===== config.mk =====
export PLATFORM = sky130hd
export DESIGN_NAME = zac_top
export DESIGN_NICKNAME = d
export VERILOG_FILES = /design/src/hw/zac_pkg.sv /design/src/hw/zac_zone_check.sv /design/src/hw/zac_top.sv
export SDC_FILE = /design/constraint.sdc
export NUM_CORES = 1
export LEC_CHECK = 0
export ABC_CLOCK_PERIOD_IN_PS = 7100
export BUFFER_PORTS_ARGS = -buffer_cell sky130_fd_sc_hd__buf_2
export CORE_ASPECT_RATIO = 1.4
export CORE_MARGIN = 3
export CORE_UTILIZATION = 55
export CTS_CLUSTER_SIZE = 40
export DETAILED_ROUTE_END_ITERATION = 7
export GPL_TIMING_DRIVEN = 0
export PLACE_DENSITY = 0.76
export SLEW_MARGIN = 10
export SYNTH_ARGS = -nofsm -noshare
export SYNTH_HDL_FRONTEND = slang
export SYNTH_HIERARCHICAL = 1
export SYNTH_SLANG_ARGS = --single-unit

===== constraint.sdc =====
create_clock -name clk_sys_i -period 7.1 [get_ports clk_sys_i]
set_input_delay 1.42 -clock clk_sys_i [delete_from_list [all_inputs] [get_ports clk_sys_i]]
set_output_delay 1.42 -clock clk_sys_i [all_outputs]
set_load 0.01 [all_outputs]

===== src/hw/zac_pkg.sv =====
package zac_pkg;

  localparam int ZONES_MAX = 16;
  localparam int ZONE_W    = 4;
  localparam int SETS      = 8;
  localparam int SET_W     = 3;
  localparam int ADDR_W    = 12;

  localparam logic [ADDR_W-1:0] ACC_BASE    = 12'h000;
  localparam logic [ADDR_W-1:0] PSEL_BASE   = 12'h040;
  localparam logic [ADDR_W-1:0] STATUS_ADDR = 12'h080;

  localparam logic [7:0] ACC_RESET  = 8'hFF;
  localparam logic [7:0] PSEL_RESET = 8'hFF;

  localparam int PM_HI   = 7;
  localparam int PM_LO   = 6;
  localparam int AUTH_HI = 5;
  localparam int AUTH_LO = 4;
  localparam int ENC_BIT = 3;
  localparam int WLM_BIT = 2;
  localparam int MDF_BIT = 1;
  localparam int PGO_BIT = 0;

  localparam logic [1:0] PM_NONE  = 2'h3;
  localparam logic [1:0] PM_WRITE = 2'h2;

  localparam logic [2:0] SEC_DUAL    = 3'h1;
  localparam logic [2:0] SEC_AUTH_RW = 3'h3;
  localparam logic [2:0] SEC_AUTH_W  = 3'h5;
  localparam logic [2:0] SEC_ENC_RW  = 3'h6;
  localparam logic [2:0] SEC_NONE    = 3'h7;

  localparam int STAT_FACTORY = 0;
  localparam int STAT_CIPHER  = 1;
  localparam int STAT_SKEY    = 2;
  localparam int STAT_FINAL   = 3;
  localparam int STAT_GRANT   = 4;
  localparam int STAT_ERROR   = 5;

  localparam logic [1:0] RESP_OKAY   = 2'h0;
  localparam logic [1:0] RESP_SLVERR = 2'h2;

  typedef enum logic [3:0] {
    AREA_USER,
    AREA_ANTICOL,
    AREA_MTZ,
    AREA_HWR,
    AREA_SERIAL,
    AREA_ACCESS,
    AREA_DCR,
    AREA_CRYPTO,
    AREA_KEYS,
    AREA_SECRET,
    AREA_PASSWORD,
    AREA_PAC,
    AREA_FORBIDDEN
  } zac_area_e;

  typedef struct packed {
    logic              write;
    zac_area_e         area;
    logic [ZONE_W-1:0] zone;
    logic [SET_W-1:0]  set;
    logic              single_byte;
    logic [2:0]        byte_sel;
    logic [7:0]        lock_byte;
    logic [7:0]        old_data;
    logic [7:0]        new_data;
  } zac_req_s;

  typedef struct packed {
    logic            transport_ok;
    logic [SETS-1:0] write_pw_ok;
    logic [SETS-1:0] read_pw_ok;
    logic            auth_ok;
    logic            encrypt_on;
  } zac_session_s;

  typedef struct packed {
    logic factory_lock_fuse;
    logic cipher_lock_fuse;
    logic secret_key_fuse;
    logic final_lock_fuse;
  } zac_fuse_s;

endpackage


===== src/hw/zac_zone_check.sv =====
`timescale 1ns/10ps
module zac_zone_check (
  input  wire logic       write_i,
  input  wire logic [7:0] access_i,
  input  wire logic       single_byte_i,
  input  wire logic [2:0] byte_sel_i,
  input  wire logic [7:0] lock_byte_i,
  input  wire logic [7:0] old_data_i,
  input  wire logic [7:0] new_data_i,
  input  wire logic       write_pw_ok_i,
  input  wire logic       read_pw_ok_i,
  input  wire logic       auth_ok_i,
  input  wire logic       encrypt_on_i,
  output logic            allow_o,
  output logic [7:0]      data_o
);

  logic [1:0] pm;
  logic [2:0] sec_code;
  logic       pw_ok;
  logic       sec_ok;
  logic       wr_ok;

  assign pm       = {access_i[zac_pkg::PM_HI], access_i[zac_pkg::PM_LO]};
  assign sec_code = {access_i[zac_pkg::AUTH_HI], access_i[zac_pkg::AUTH_LO],
                     access_i[zac_pkg::ENC_BIT]};

  always_comb begin
    unique case (pm) // [RULE12]
      zac_pkg::PM_NONE:  pw_ok = 1'b1;
      zac_pkg::PM_WRITE: pw_ok = !write_i || write_pw_ok_i;
      default:           pw_ok = write_i ? write_pw_ok_i : (read_pw_ok_i || write_pw_ok_i);
    endcase
  end

  always_comb begin
    case (sec_code) // [RULE14] [RULE15]
      zac_pkg::SEC_NONE:    sec_ok = 1'b1;
      zac_pkg::SEC_DUAL:    sec_ok = auth_ok_i;
      zac_pkg::SEC_AUTH_RW: sec_ok = auth_ok_i;
      zac_pkg::SEC_AUTH_W:  sec_ok = !write_i || auth_ok_i;
      zac_pkg::SEC_ENC_RW:  sec_ok = encrypt_on_i;
      default:              sec_ok = 1'b0;
    endcase
  end

  // Lock bit n guards byte n of the page, the lock byte itself included
  always_comb begin
    wr_ok = 1'b1;
    if (!access_i[zac_pkg::MDF_BIT]) begin
      wr_ok = 1'b0; // [RULE17]
    end
    if (!access_i[zac_pkg::WLM_BIT] && !(single_byte_i && lock_byte_i[byte_sel_i])) begin
      wr_ok = 1'b0; // [RULE16]
    end
    if (!access_i[zac_pkg::PGO_BIT] && !single_byte_i) begin
      wr_ok = 1'b0; // [RULE18]
    end
  end

  assign allow_o = pw_ok && sec_ok && (!write_i || wr_ok);
  // Program only can clear bits but never set them
  assign data_o  = access_i[zac_pkg::PGO_BIT] ? new_data_i : (old_data_i & new_data_i); // [RULE18]

endmodule


===== src/hw/zac_top.sv =====
// Design decisions made here: the placing of the registers and the AXI4-Lite register port.
`timescale 1ns/10ps
// Contract
// [RULE1] Transport-password areas open only after that password was checked.
// [RULE2] A set's write password opens only that set's counters and passwords.
// [RULE3] Areas needing encryption refuse access until encryption is active.
// [RULE4] Serial number and hardware revision: always readable, never writable.
// [RULE5] Crypto registers readable; writes need transport password, forbidden once key fuse blown.
// [RULE6] Write rights follow fuses per area; test area open, forbidden area closed.
// [RULE7] Each zone has access and password-select registers, both defaulting open.
// [RULE8] Zone i uses access register i and password-select register i.
// [RULE9] Each zone access register resets to all ones, no security feature.
// [RULE10] Access bits 7..0: password mode, auth mode, encrypt, lock, modify, program-only.
// [RULE11] A written access register governs the very next access to its zone.
// [RULE12] Password mode 11 none, 10 write password for writes, 0x both.
// [RULE13] Password set checked is the zone's password-select value.
// [RULE14] Auth and encrypt bits select the security mode; defaults require nothing.
// [RULE15] Codes 001,011,101 need authentication, 110 encryption, 111 none, others refused; the code asks authentication for 101 on writes only.
// [RULE16] Write lock mode: page lock byte guards each byte; single-byte writes only.
// [RULE17] Modify forbidden clear refuses every write to the zone.
// [RULE18] Program only clear: writes only clear bits, single-byte writes only.
// [RULE19] Refused requests change nothing and answer with error instead of data.
// [RULE20] Reader validates passwords and activates encryption before protected access.
module zac_top #(
  parameter int NUM_ZONES = zac_pkg::ZONES_MAX
) (
  input  wire logic                           clk_sys_i,
  input  wire logic                           rst_n_i,
  input  wire logic [zac_pkg::ADDR_W-1:0]     s_axi_awaddr_i,
  input  wire logic                           s_axi_awvalid_i,
  output logic                                s_axi_awready_o,
  input  wire logic [31:0]                    s_axi_wdata_i,
  input  wire logic [3:0]                     s_axi_wstrb_i,
  input  wire logic                           s_axi_wvalid_i,
  output logic                                s_axi_wready_o,
  output logic [1:0]                          s_axi_bresp_o,
  output logic                                s_axi_bvalid_o,
  input  wire logic                           s_axi_bready_i,
  input  wire logic [zac_pkg::ADDR_W-1:0]     s_axi_araddr_i,
  input  wire logic                           s_axi_arvalid_i,
  output logic                                s_axi_arready_o,
  output logic [31:0]                         s_axi_rdata_o,
  output logic [1:0]                          s_axi_rresp_o,
  output logic                                s_axi_rvalid_o,
  input  wire logic                           s_axi_rready_i,
  input  wire logic                           req_valid_i,
  input  wire zac_pkg::zac_req_s              req_i,
  input  wire zac_pkg::zac_session_s          session_i,
  input  wire zac_pkg::zac_fuse_s             fuses_i,
  output logic                                resp_valid_o,
  output logic                                resp_grant_o,
  output logic                                resp_error_o,
  output logic [7:0]                          resp_data_o
);

  if (NUM_ZONES < 1 || NUM_ZONES > zac_pkg::ZONES_MAX) begin : g_bad_zones
    $error("NUM_ZONES out of range");
  end

  logic [7:0]                 acc_r [NUM_ZONES];
  logic [7:0]                 psel_r [NUM_ZONES];
  logic                       aw_held_r;
  logic [zac_pkg::ADDR_W-1:0] awaddr_r;
  logic                       w_held_r;
  logic [7:0]                 wdata_r;
  logic                       wstrb0_r;
  logic                       bvalid_r;
  logic [1:0]                 bresp_r;
  logic                       rvalid_r;
  logic [31:0]                rdata_r;
  logic [1:0]                 rresp_r;
  logic                       resp_valid_r;
  logic                       resp_grant_r;
  logic                       resp_error_r;
  logic [7:0]                 resp_data_r;
  logic                       do_write;
  logic                       wr_acc_hit;
  logic                       wr_psel_hit;
  logic [zac_pkg::ZONE_W-1:0] wr_idx;
  logic [zac_pkg::ZONE_W-1:0] rd_idx;
  logic [31:0]                rd_data;
  logic                       rd_hit;
  logic                       zone_in_range;
  logic [7:0]                 zone_acc;
  logic [zac_pkg::SET_W-1:0]  zone_set;
  logic                       zone_allow;
  logic [7:0]                 zone_data;
  logic                       allow;
  logic                       enc_phase;
  logic                       sky_blown;
  logic                       per_blown;
  logic                       tpw;
  logic                       own_set_wpw;

  function automatic logic idx_ok(input logic [zac_pkg::ZONE_W-1:0] idx);
    idx_ok = {1'b0, idx} < (zac_pkg::ZONE_W+1)'(NUM_ZONES);
  endfunction

  // AXI4-Lite write: address and data latched independently, either order
  assign s_axi_awready_o = !aw_held_r && !bvalid_r;
  assign s_axi_wready_o  = !w_held_r && !bvalid_r;
  assign do_write        = aw_held_r && w_held_r && !bvalid_r;
  assign wr_idx          = awaddr_r[zac_pkg::ZONE_W+1:2];
  assign wr_acc_hit      = awaddr_r[zac_pkg::ADDR_W-1:6] == zac_pkg::ACC_BASE[zac_pkg::ADDR_W-1:6]
                           && awaddr_r[1:0] == 2'h0 && idx_ok(wr_idx);
  assign wr_psel_hit     = awaddr_r[zac_pkg::ADDR_W-1:6] == zac_pkg::PSEL_BASE[zac_pkg::ADDR_W-1:6]
                           && awaddr_r[1:0] == 2'h0 && idx_ok(wr_idx);

  always_ff @(posedge clk_sys_i or negedge rst_n_i) begin
    if (!rst_n_i) begin
      aw_held_r <= 1'b0;
      awaddr_r  <= '0;
    end else if (s_axi_awvalid_i && s_axi_awready_o) begin
      aw_held_r <= 1'b1;
      awaddr_r  <= s_axi_awaddr_i;
    end else if (do_write) begin
      aw_held_r <= 1'b0;
    end
  end

  always_ff @(posedge clk_sys_i or negedge rst_n_i) begin
    if (!rst_n_i) begin
      w_held_r <= 1'b0;
      wdata_r  <= 8'h00;
      wstrb0_r <= 1'b0;
    end else if (s_axi_wvalid_i && s_axi_wready_o) begin
      w_held_r <= 1'b1;
      wdata_r  <= s_axi_wdata_i[7:0];
      wstrb0_r <= s_axi_wstrb_i[0];
    end else if (do_write) begin
      w_held_r <= 1'b0;
    end
  end

  always_ff @(posedge clk_sys_i or negedge rst_n_i) begin
    if (!rst_n_i) begin
      bvalid_r <= 1'b0;
      bresp_r  <= zac_pkg::RESP_OKAY;
    end else if (do_write) begin
      bvalid_r <= 1'b1;
      bresp_r  <= (wr_acc_hit || wr_psel_hit) ? zac_pkg::RESP_OKAY : zac_pkg::RESP_SLVERR;
    end else if (s_axi_bready_i) begin
      bvalid_r <= 1'b0;
    end
  end

  assign s_axi_bvalid_o = bvalid_r;
  assign s_axi_bresp_o  = bresp_r;

  // Zone registers; the checker reads them live, so a write acts at once
  always_ff @(posedge clk_sys_i or negedge rst_n_i) begin
    if (!rst_n_i) begin
      for (int i = 0; i < NUM_ZONES; i++) begin
        acc_r[i]  <= zac_pkg::ACC_RESET; // [RULE7] [RULE9]
        psel_r[i] <= zac_pkg::PSEL_RESET; // [RULE7]
      end
    end else if (do_write && wstrb0_r) begin
      if (wr_acc_hit) begin
        acc_r[wr_idx] <= wdata_r; // [RULE8] [RULE10] [RULE11]
      end
      if (wr_psel_hit) begin
        psel_r[wr_idx] <= wdata_r; // [RULE8]
      end
    end
  end

  // AXI4-Lite read
  assign s_axi_arready_o = !rvalid_r;
  assign rd_idx          = s_axi_araddr_i[zac_pkg::ZONE_W+1:2];

  always_comb begin
    rd_data = 32'h0000_0000;
    rd_hit  = 1'b0;
    if (s_axi_araddr_i[1:0] == 2'h0) begin
      if (s_axi_araddr_i[zac_pkg::ADDR_W-1:6] == zac_pkg::ACC_BASE[zac_pkg::ADDR_W-1:6]
          && idx_ok(rd_idx)) begin
        rd_hit  = 1'b1;
        rd_data = {24'h000000, acc_r[rd_idx]};
      end else if (s_axi_araddr_i[zac_pkg::ADDR_W-1:6] == zac_pkg::PSEL_BASE[zac_pkg::ADDR_W-1:6]
                   && idx_ok(rd_idx)) begin
        rd_hit  = 1'b1;
        rd_data = {24'h000000, psel_r[rd_idx]};
      end else if (s_axi_araddr_i == zac_pkg::STATUS_ADDR) begin
        rd_hit                        = 1'b1;
        rd_data[zac_pkg::STAT_FACTORY] = fuses_i.factory_lock_fuse;
        rd_data[zac_pkg::STAT_CIPHER]  = fuses_i.cipher_lock_fuse;
        rd_data[zac_pkg::STAT_SKEY]    = fuses_i.secret_key_fuse;
        rd_data[zac_pkg::STAT_FINAL]   = fuses_i.final_lock_fuse;
        rd_data[zac_pkg::STAT_GRANT]   = resp_grant_r;
        rd_data[zac_pkg::STAT_ERROR]   = resp_error_r;
      end
    end
  end

  always_ff @(posedge clk_sys_i or negedge rst_n_i) begin
    if (!rst_n_i) begin
      rvalid_r <= 1'b0;
      rdata_r  <= 32'h0000_0000;
      rresp_r  <= zac_pkg::RESP_OKAY;
    end else if (s_axi_arvalid_i && s_axi_arready_o) begin
      rvalid_r <= 1'b1;
      rdata_r  <= rd_data;
      rresp_r  <= rd_hit ? zac_pkg::RESP_OKAY : zac_pkg::RESP_SLVERR;
    end else if (s_axi_rready_i) begin
      rvalid_r <= 1'b0;
    end
  end

  assign s_axi_rvalid_o = rvalid_r;
  assign s_axi_rdata_o  = rdata_r;
  assign s_axi_rresp_o  = rresp_r;

  // User zone check; an out-of-range zone is refused below
  assign zone_in_range = idx_ok(req_i.zone);
  assign zone_acc      = zone_in_range ? acc_r[req_i.zone] : zac_pkg::ACC_RESET; // [RULE8]
  assign zone_set      = zone_in_range ? psel_r[req_i.zone][zac_pkg::SET_W-1:0]
                                       : '0; // [RULE13]

  zac_zone_check u_zone_check (
    .write_i       (req_i.write),
    .access_i      (zone_acc),
    .single_byte_i (req_i.single_byte),
    .byte_sel_i    (req_i.byte_sel),
    .lock_byte_i   (req_i.lock_byte),
    .old_data_i    (req_i.old_data),
    .new_data_i    (req_i.new_data),
    .write_pw_ok_i (session_i.write_pw_ok[zone_set]),
    .read_pw_ok_i  (session_i.read_pw_ok[zone_set]),
    .auth_ok_i     (session_i.auth_ok),
    .encrypt_on_i  (session_i.encrypt_on),
    .allow_o       (zone_allow),
    .data_o        (zone_data)
  );

  // Fuses are blown in a fixed order, so later fuses are tested first
  assign enc_phase   = !fuses_i.cipher_lock_fuse && fuses_i.secret_key_fuse;
  assign sky_blown   = !fuses_i.secret_key_fuse;
  assign per_blown   = !fuses_i.final_lock_fuse;
  assign tpw         = session_i.transport_ok;
  assign own_set_wpw = session_i.write_pw_ok[req_i.set];

  always_comb begin
    unique case (req_i.area)
      zac_pkg::AREA_USER:     allow = zone_in_range && zone_allow;
      zac_pkg::AREA_ANTICOL:  allow = !req_i.write || (!per_blown && tpw); // [RULE1] [RULE6]
      zac_pkg::AREA_ACCESS:   allow = !req_i.write || (!per_blown && tpw); // [RULE6]
      zac_pkg::AREA_MTZ:      allow = 1'b1; // [RULE6]
      zac_pkg::AREA_HWR:      allow = !req_i.write; // [RULE4]
      zac_pkg::AREA_SERIAL:   allow = !req_i.write; // [RULE4]
      zac_pkg::AREA_DCR:      allow = !req_i.write || (!sky_blown && tpw); // [RULE6]
      zac_pkg::AREA_CRYPTO:   allow = !req_i.write || (!sky_blown && tpw); // [RULE5]
      zac_pkg::AREA_KEYS:     allow = !sky_blown && tpw
                                      && (!enc_phase || session_i.encrypt_on); // [RULE3]
      zac_pkg::AREA_SECRET:   allow = !sky_blown && tpw
                                      && (!enc_phase || session_i.encrypt_on); // [RULE3]
      zac_pkg::AREA_PASSWORD: allow = per_blown ? own_set_wpw // [RULE2]
                                      : tpw && (!enc_phase || session_i.encrypt_on); // [RULE1]
      zac_pkg::AREA_PAC:      allow = !req_i.write || (per_blown ? own_set_wpw : tpw); // [RULE2]
      zac_pkg::AREA_FORBIDDEN: allow = 1'b0; // [RULE6]
      default:                allow = 1'b0;
    endcase
  end

  // Answer one cycle after the request; a refusal carries no data
  always_ff @(posedge clk_sys_i or negedge rst_n_i) begin
    if (!rst_n_i) begin
      resp_valid_r <= 1'b0;
      resp_grant_r <= 1'b0;
      resp_error_r <= 1'b0;
      resp_data_r  <= 8'h00;
    end else begin
      resp_valid_r <= req_valid_i;
      if (req_valid_i) begin
        resp_grant_r <= allow;
        resp_error_r <= !allow; // [RULE19]
        resp_data_r  <= !allow ? 8'h00 : (req_i.area == zac_pkg::AREA_USER && req_i.write)
                        ? zone_data : req_i.new_data; // [RULE19]
      end
    end
  end

  assign resp_valid_o = resp_valid_r;
  assign resp_grant_o = resp_grant_r;
  assign resp_error_o = resp_error_r;
  assign resp_data_o  = resp_data_r;
endmodule


### Yosys cells after proc, flatten, opt, wreduce, memory -nomap -nowiden

Index checks and enable logic that the tools add are counted.

| operators by class | value |
|---|---|
| reduce and logical (&&, ||, !) cells | 59 |
| bitwise logic cells | 4 |
| muxes and demuxes | 54 |
| magnitude comparators | 7 |
| equality and inequality tests | 21 |

Operator list:

| operator | number |
|---|---|
| $bwmux 128 | 2 |
| $bmux 8 s4 | 4 |
| $mux 8 | 12 |
| $demux 8 s4 | 1 |
| $logic_and 1x1->1 | 22 |
| $mux 1 | 21 |
| $eq 4x3->1 const B | 4 |
| $eq 4x4->1 const B | 4 |
| $ge 5x5->1 const B | 3 |
| $not 4->5 | 3 |
| $bmux 1 s3 | 4 |
| $eq 12x8->1 const B | 1 |
| $eq 6x1->1 const B | 2 |
| $logic_not 1->1 | 12 |
| $logic_not 6->1 | 2 |
| $lt 3x4->1 const B | 3 |
| $mux 6 | 2 |
| $reduce_or 2->1 | 5 |
| $eq 3x3->1 const B | 3 |
| $logic_or 1x1->1 | 9 |
| $and 8x8->8 | 1 |
| $eq 4x2->1 const B | 2 |
| $pmux 1 s8 | 1 |
| $reduce_bool 2->1 | 4 |
| 12 further kinds | 18 |

| word-level totals | value |
|---|---|
| output and inout port bits | 52 |
| flip-flop bits (word level) | 328 |
| input bits | 131 |
| logic and storage cells | 191 |

### Depth between registers and ports, before layout

Gate-level depths: netlist of the first run.

| depth | value |
|---|---|
| word-level depth | 13 |
| depth in mapped cells | 18 |
| gate-level depth less buffers | 16 |

### Cells and area by module

Netlist of the first run, hierarchy kept.

Modules (own cells, without submodules):

| module | instances | area each (sq um) | cells each | seq. area each (sq um) |
|---|---|---|---|---|
| zac_top | 1 | 16464.5 | 1089 | 7877.6 |
| zac_zone_check | 1 | 197.7 | 24 | 0.0 |

### Least setup slack after synthesis of the first run

OpenSTA, ideal clock, no wires.

| path | value |
|---|---|
| kind | input to register |
| start point | input req_i[33] in the netlist's numbering |
| end point | register resp_grant_r (netlist: resp_grant_o) |
| buffers on the path | 1 |
| library setup time | 0.161 ns |
| slack | 2.256 ns |
| stages on the path | 17 |
| data required time | 6.939 ns |
| data arrival time | 4.683 ns |
| path through | buf_2 > mux4_2 > mux2i_2 > mux2_2 > a221oi_1 > mux2i_1 > mux2_2 > nor2_1 > a21oi_1 > o21ai_0 > a21oi_1 > nor2_1 > nor2_1 > nor2_1 > o22ai_1 > a31oi_1 > o21ai_0 |

| between the ends | value |
|---|---|
| word-level cells in the longest chain between the ends | 12 |
| elaborated cells between the ends (all ways) | 35 |
| those cells by class | 7 x eq/ne; 17 x mux; 1 x bitwise; 10 x reduce/logical |

Ends and longest elaborated chain:

| what | line | source |
|---|---|---|
| start: declaration | zac_top.sv:47 | `input wire zac_pkg::zac_req_s req_i,` |
| $not 4->5 (implied by the code) * | zac_top.sv:215, zac_top.sv:216 |  |
| $bmux 8 s4 | zac_top.sv:216 | `assign zone_set = zone_in_range ? psel_r[req_i.zone][zac_pkg::SET_W-1:0]` |
| $mux 3 (implied by the code) (2 in series) | zac_top.sv:216 |  |
| $bmux 1 s3 (on tied branches) | zac_top.sv:228, zac_top.sv:227 |  |
| $mux 1 (on tied branches) | zac_top.sv:228, zac_top.sv:227 |  |
| $logic_or 1x1->1 | zac_zone_check.sv:32 | `default: pw_ok = write_i ? write_pw_ok_i : (read_pw_ok_i \|\| write_pw_ok_i);` |
| $mux 1 | zac_zone_check.sv:32 |  |
| $pmux 1 s2 | zac_zone_check.sv:29 | `unique case (pm)` |
| $logic_and 1x1->1 | zac_zone_check.sv:61 | `assign allow_o = pw_ok && sec_ok && (!write_i \|\| wr_ok);` |
| $logic_and 1x1->1 * | zac_zone_check.sv:61 |  |
| net zone_allow | zac_top.sv:86 | `logic zone_allow;` |
| $pmux 1 s8 * | zac_top.sv:243 | `unique case (req_i.area)` |
| end signal: assignment | zac_top.sv:274 | `resp_grant_r <= allow;` |
| end: declaration | zac_top.sv:73 | `logic resp_grant_r;` |

Mark *: on every way through the listed nets, which the timed path passes. The rest lies on a longest branch. The select of a mux whose other input is x is not followed.
A chain may end at the register's enable or synchronous reset.

### Worst setup path after layout of the first run

| path | value |
|---|---|
| start point | input req_i[32] in the netlist's numbering |
| end point | register resp_data_r[0] (netlist: resp_data_o[0]) |

| between the ends | value |
|---|---|
| elaborated cells between the ends (all ways) | 38 |
| those cells by class | 7 x eq/ne; 20 x mux; 1 x bitwise; 10 x reduce/logical |

RTL lines:

| what | line | source |
|---|---|---|
| $not 4->5 (implied by the code) * | zac_top.sv:215 | `assign zone_acc = zone_in_range ? acc_r[req_i.zone] : zac_pkg::ACC_RESET;` |
| $bmux 8 s4 * | zac_top.sv:215 |  |
| $mux 8 (implied by the code) * (2 in series) | zac_top.sv:215 |  |
| net zone_acc[6] | zac_top.sv:84 | `logic [7:0] zone_acc;` |
| $eq 2x2->1 | zac_zone_check.sv:29 |  |
| $pmux 1 s2 * | zac_zone_check.sv:29 |  |
| $logic_and 1x1->1 * (2 in series) | zac_zone_check.sv:61 |  |
| net zone_allow | zac_top.sv:86 |  |
| $pmux 1 s8 * | zac_top.sv:243 |  |
| $mux 8 * | zac_top.sv:276 | `resp_data_r <= !allow ? 8'h00 : (req_i.area == zac_pkg::AREA_USER && req_i.write)` |
| end signal: assignment | zac_top.sv:276 |  |
| end: declaration | zac_top.sv:75 | `logic [7:0] resp_data_r;` |

Marks and branches as above.

==> results of run 1 <==
sequential cells by signal (all words and copies together), names as in the netlist:
| signal | count |
|---|---|
| acc_r | 128 |
| aw_held_r | 1 |
| awaddr_r | 12 |
| psel_r | 128 |
| resp_data_o | 8 |
| resp_error_o | 1 |
| resp_grant_o | 1 |
| resp_valid_o | 1 |
| s_axi_bresp_o | 1 |
| s_axi_bvalid_o | 1 |
| s_axi_rdata_o | 8 |
| s_axi_rresp_o | 1 |
| s_axi_rvalid_o | 1 |
| w_held_r | 1 |
| wdata_r | 8 |
| wstrb0_r | 1 |
cell usage in the layout (no fill, tap or decap), types with 24 or more instances in the layout:
cell type  Yosys  routed
dfstp_2      256     256
nor2_1        24      24
clkbuf_16      0      31
nand2_1       29      29
mux2_2       240     240
mux2i_1       33      33
conb_1         1      26
mux4_2       118     118
mux2_4        48      48
clkbuf_1      54      62
buf_4         27      27
dfrtp_1       46      46
buf_2         18     140
cell families (layout without fill, tap and decap cells):
kind of cell	Yosys count	count (layout)
mux	445	445
buf+inv	127	306
other cells	1	26
simple gates	149	149
flops	302	302
compound gates	89	89
per-stage QoR:
step | instances | setup TNS [ns] | hold WS, ns
finish | 1697 | 0 | 0.487
global route | 1697 | 0 | 0.502
CTS | 1697 | 0 | 0.489
detailed placement | 1643 | 0 | 0.473
global placement | 1641 | -30.40 | 0.465
floorplan | 1138 | 0 | 0.482
power breakdown:
group | switching [mW] | internal [mW]
combinational | 0.529 | 0.277
clock | 0.687 | 0.973
sequential | 0.107 | 1.85
total | 1.32 | 3.10
worst paths after layout:
check                      slack, ns        startpoint          endpoint  cells past startpoint
setup / recovery                1.82         req_i[32]    resp_data_o[0]                     16
hold / removal                  0.49  s_axi_rdata_o[0]  s_axi_rdata_o[0]                      2
setup reg to reg                2.89         psel_r[0]    resp_data_o[0]                     16
hold reg to reg                 0.49  s_axi_rdata_o[0]  s_axi_rdata_o[0]                      2
max in group asynchronous       4.81           rst_n_i    resp_data_o[1]                      3
min in group asynchronous       0.83           rst_n_i       awaddr_r[9]                      1
critical path: stages:
cell and delay, ns:
buf_2 0.11, clkbuf_1 0.58, clkbuf_1 0.35, clkbuf_1 0.69, mux4_2 0.42, mux4_2 0.57, nand2_1 0.10, a21oi_1 0.06
o21ai_0 0.15, a21oi_1 0.09, nor2_1 0.11, nor2_1 0.05, nor2_1 0.08, o22ai_1 0.08, a31oi_1 0.64, o22ai_1 0.20
metal layers:
metal  track usage  wire length [µm]  up-vias  part of all wire
met5             0                 0        -                 0
met4         0.117              2020        0             0.046
met3        0.0378              2320      112             0.053
met2         0.467             22700      332              0.52
met1         0.337             16700     5572              0.38
li1              -                 -     4545                 -
final cells by class:
| class | count | area share |
|---|---|---|
| Clock buffer | 49 | 0.0498 |
| Multi-Input combinational cell | 709 | 0.434 |
| Clock inverter | 5 | 0.00416 |
| Buffer | 112 | 0.0315 |
| Tap cell | 380 | 0.0251 |
| Timing Repair Buffer | 125 | 0.0359 |
| Sequential cell | 302 | 0.416 |
| Inverter | 15 | 0.00297 |
==> flow_metrics.tcl, run 1 <==
set metrics [dict create \
    synthFlopType "dfstp_2" \
    synth-async-reset-ratio 1.00 \
    end_kind "flop" \
    ctsHoldBuffers 0 \
    cts_max_path_buffers 3 \
    crit_arrival_ns 5.69 \
    antenna_found_initial 0 \
    std_cell_rows 74 \
    cts_tree "done" \
    crit_path_max_fanout 10 \
    synth_area_leaders "dfstp_2, mux2_2, mux4_2" \
    ioPinCount 183 \
    fp.dieArea_um2 32400 \
    wl_per_cell_um 25.7 \
    grt_util_all_layers 0.268 \
    syn_inst 1113 \
    yosys.cell_types.count 59 \
    antenna_left 0 \
    num_antenna_cells 0 \
    wl_um 43700 \
    synth_xor_area_frac 0 \
    synth_adder_area_share 0 \
    tightest_slew_ns 1.15 \
    clk_pin_slew_ns 0.06 \
    die_w_um 153 \
    fmax_mhz 189 \
    fillers 2146 \
    rsz0062_at_grt "no" \
    layout_min_cycle_time_ns 5.28 \
    remaining_drc_errors 0 \
    hp-class "reg -> reg" \
    synth-compound-area-share 0.0375 \
    slew_viol_final 0 \
    clock_skew_ns 0.0144 \
    synth_most_common_cell "dfstp_2" \
    grt_pass1_vias 11000 \
    drt_first_iter_violations 667 \
    layout-drive-gt1-share 0.692 \
    cts-root-buf "clkbuf_16" \
    syn_area_um2 16700 \
    synthMuxAreaShare 0.391 \
    cp.required_ns 7.51 \
    power_mw 4.42 \
    cts_setup_buffers 0 \
    multi_input_area_um2 8230 \
    leakage_nw 8.09 \
    core_um2 29500 \
    fin_ws_ns 1.82 \
    yosys.area_share.simple 0.0595 \
    fp.dieH_um 212 \
    dpl_cell_area_um2 17900 \
    cts-buffers-inserted 30 \
    period_share 0.744 \
    vias 10600 \
    grt_pass1_wl_um 66500 \
    powerDensity_nw_per_um2 233 \
    ys_seq_area_frac 0.473 \
    hpwl_um 31900 \
    slew_headroom 0.230 \
    start_util 0.564 \
    avgViaCountPerCell 6.22 \
    synth_edf_count 0 \
    hold_viol_final 0 \
    port_buffers 123 \
    irDropWorstVdd_v 0.000241 \
    netlist.top_cell.by_area "dfstp_2" \
    drtPass1Iterations 4 \
    overflow 0 \
    regArea_um2 7880 \
    synth_top_cell_area_share 0.404 \
    final_nets 1426 \
    synth_top_family_by_area "multiplexers" \
    design_area_um2 18900 \
    synth_area_per_cell_um2 15.0 \
    grt_max_degree 117 \
    crit_type "in -> reg" \
    ys_seq_elements 302 \
    place_ws_ns 1.24 \
    syn2layout_area_growth_pct 13.6 \
    startpoint_type "primary input" \
    htreeDepth 1 \
    place.gp.congestion 0.868 \
    postCtsResizedCells 0 \
    yosysWarnings 6 \
    synth_commonest_cells "dfstp_2, mux2_2, mux4_2" \
    cts.sink_count 302 \
    finalSetupViolations 0 \
    worstSkewPairLatency_ns 0.57 \
    status "completed" \
    fin_util 0.641 \
    max-cap-violations 0 \
]
No activity file was read; power rests on OpenSTA's default activity.
==> run 2, diff against run 1 <==
Settings changed: ABC_AREA from default to 1, ABC_CLOCK_PERIOD_IN_PS 7100 to 4850, CORE_UTILIZATION 55 to 54, PLACE_DENSITY 0.76 to 0.77.
Clock period 7.1 ns to 4.85 ns, I/O delays scaled along.
==> flow_metrics.tcl, run 2 <==
set metrics [dict create \
    ys_seq_elements 302 \
    hpwl_um 49000 \
    die_w_um 158 \
    cts_setup_buffers 0 \
    grt_pass1_wl_um 100000 \
    ctsHoldBuffers 0 \
    place.gp.congestion 1.02 \
    worst_path_max_delay_cell "clkbuf_1" \
    fp.dieH_um 219 \
    mostFrequentLayoutCell "nand2_1" \
    start_util 0.550 \
    reg2reg_to "resp_data_o[4]" \
    antenna_left 0 \
    remaining_drc_errors 0 \
    final_nets 2671 \
    drtPass1Iterations 6 \
    max-cap-violations 0 \
    std_cell_rows 77 \
    dp_cells 2899 \
    syn_inst 2353 \
    postCtsResizedCells 0 \
    slew_headroom 0.266 \
    clk_pin_slew_ns 0.06 \
    yosys.cell_types.count 40 \
    vias 17500 \
    grt_util_all_layers 0.390 \
    htreeDepth 2 \
    wl_per_cell_um 22.9 \
    cp.required_ns 5.33 \
    synthFlopType "dfstp_2" \
    finalSetupViolations 0 \
    cts.sink_count 302 \
    finalSetupTns_ns 0 \
    tightest_slew_ns 1.10 \
    synth-async-reset-ratio 1.00 \
    cts-root-buf "clkbuf_16" \
    status "completed" \
    period_share 0.893 \
    r2r_slack_ns 1.67 \
    r2r_cells 21 \
    synth_commonest_cells "nand2_1, inv_1, o21ai_0" \
    fp.dieArea_um2 34500 \
    worstSkewPairLatency_ns 0.55 \
    cts_max_path_buffers 3 \
    rsz0062_at_grt "no" \
    startpoint_type "primary input" \
    synth_edf_count 0 \
    synth_area_leaders "dfstp_2, nand2_1, o21ai_0" \
    port_buffers 123 \
    final_cell_mix "nand2_1, inv_1, o21ai_0, dfstp_2, buf_2" \
    hp-class "in -> async" \
    cts_tree "done" \
    layout-drive-gt1-share 0.223 \
    crit_arrival_ns 4.81 \
    r2r_start "psel_r[24]" \
    layoutNonFillerInstCount 2963 \
    overflow 0 \
    drt_first_iter_violations 2191 \
    end_kind "flop" \
    irDropWorstVdd_v 0.000414 \
    slew_viol_final 0 \
    syn2layout_area_growth_pct 14.2 \
    top_regs "acc_r x128, psel_r x128, awaddr_r x12" \
    layout_min_cycle_time_ns 4.33 \
    ys_seq_area_frac 0.452 \
    dpl_cell_area_um2 18700 \
    synth_most_common_cell "nand2_1" \
    grt_max_degree 94 \
    hold_ws_ns 0.347 \
    clock_skew_ns 0.0206 \
    cp_slowest_stage_delay_ns 0.54 \
    synth_top_cell_area_share 0.386 \
    path_cells "buf_2 > inv_1 > buf_2 > buf_2 > clkbuf_1 > o21ai_0 > o221ai_1 > nand3_1 > nand2_1 > buf_2 > a21oi_1 > nor2_4 > nand2_1 > a21oi_2 > o211ai_1 > nand3b_1 > a21oi_1 > nand2_1 > nand3_1 > nand2_1" \
    avgViaCountPerCell 5.91 \
    design_area_um2 19900 \
    fin_util 0.628 \
    leakage_nw 10.2 \
    crit_path_max_fanout 10 \
    yosysWarnings 6 \
    grt_pass1_vias 16700 \
    crit_type "in -> reg" \
    hold_viol_final 0 \
    powerDensity_nw_per_um2 349 \
    antenna_found_initial 3 \
    synth_area_per_cell_um2 7.41 \
    syn_area_um2 17400 \
    cts-buffers-inserted 34 \
    wl_um 68000 \
    ioPinCount 183 \
    core_um2 31700 \
    fmax_mhz 231 \
    netlist.top_cell.by_area "dfstp_2" \
]
[run 2: cells by family after synthesis]
kind of cell | after synthesis | synth area share
simple gates | 838 | 0.204
compound gates | 665 | 0.201
buf+inv | 535 | 0.135
flops | 302 | 0.452
mux | 12 | 0.00775
other cells | 1 | 0.000215
[run 2: how the worst max path moves through the flow]
stage,start,to,slack (ns),cells past startpoint
4_1_cts,req_i[32],resp_data_o[4],0.72,20
3_5_place_dp,req_i[32],resp_data_o[5],0.13,20
2_1_floorplan,req_i[31],resp_grant_o,1.48,21
5_1_grt,req_i[32],resp_data_o[2],0.52,20
3_3_place_gp,rst_n_i,s_axi_bvalid_o,-2.73,1
6_report,req_i[32],resp_data_o[4],0.52,20
[run 2: final cells by class]
type	instances	area (µm²)
Tap cell	395	494
Clock inverter	15	209
Sequential cell	302	7880
Clock buffer	47	960
Buffer	166	970
Inverter	369	1390
Timing Repair Buffer	126	708
Fill cell	2953	11800
Multi-Input combinational cell	1541	7300
Antenna cell	2	5.00
[run 2: stage by stage]
| step | setup slack, ns | power, mW |
|---|---|---|
| after floorplan | 1.48 | 3.49 |
| after global placement | -2.73 | 4.16 |
| after detailed placement | 0.133 | 4.19 |
| after CTS | 0.717 | 6.91 |
| after global routing | 0.522 | 7.14 |
| final | 0.517 | 6.95 |
[run 2: critical path: cells and delay by family]
family	cells	cell delay (ns)
AOI/OAI and AO/OA	6	0.89
buffers and inverters	6	1.75
and+or+nand+nor	8	1.18
[run 2: report_power, final]
group | internal [mW] | leakage [nW] | switching [mW]
registers | 2.65 | 3.19 | 0.178
logic | 0.313 | 6.42 | 1.06
clock network | 1.62 | 0.569 | 1.13
[run 2: metal layers]
| metal | up-vias | wire length [µm] | GRT usage |
|---|---|---|---|
| met5 | - | 20 | 0 |
| met4 | 2 | 5930 | 0.281 |
| met3 | 308 | 6020 | 0.0701 |
| met2 | 993 | 31300 | 0.614 |
| met1 | 8318 | 24700 | 0.476 |
| li1 | 7886 | - | - |
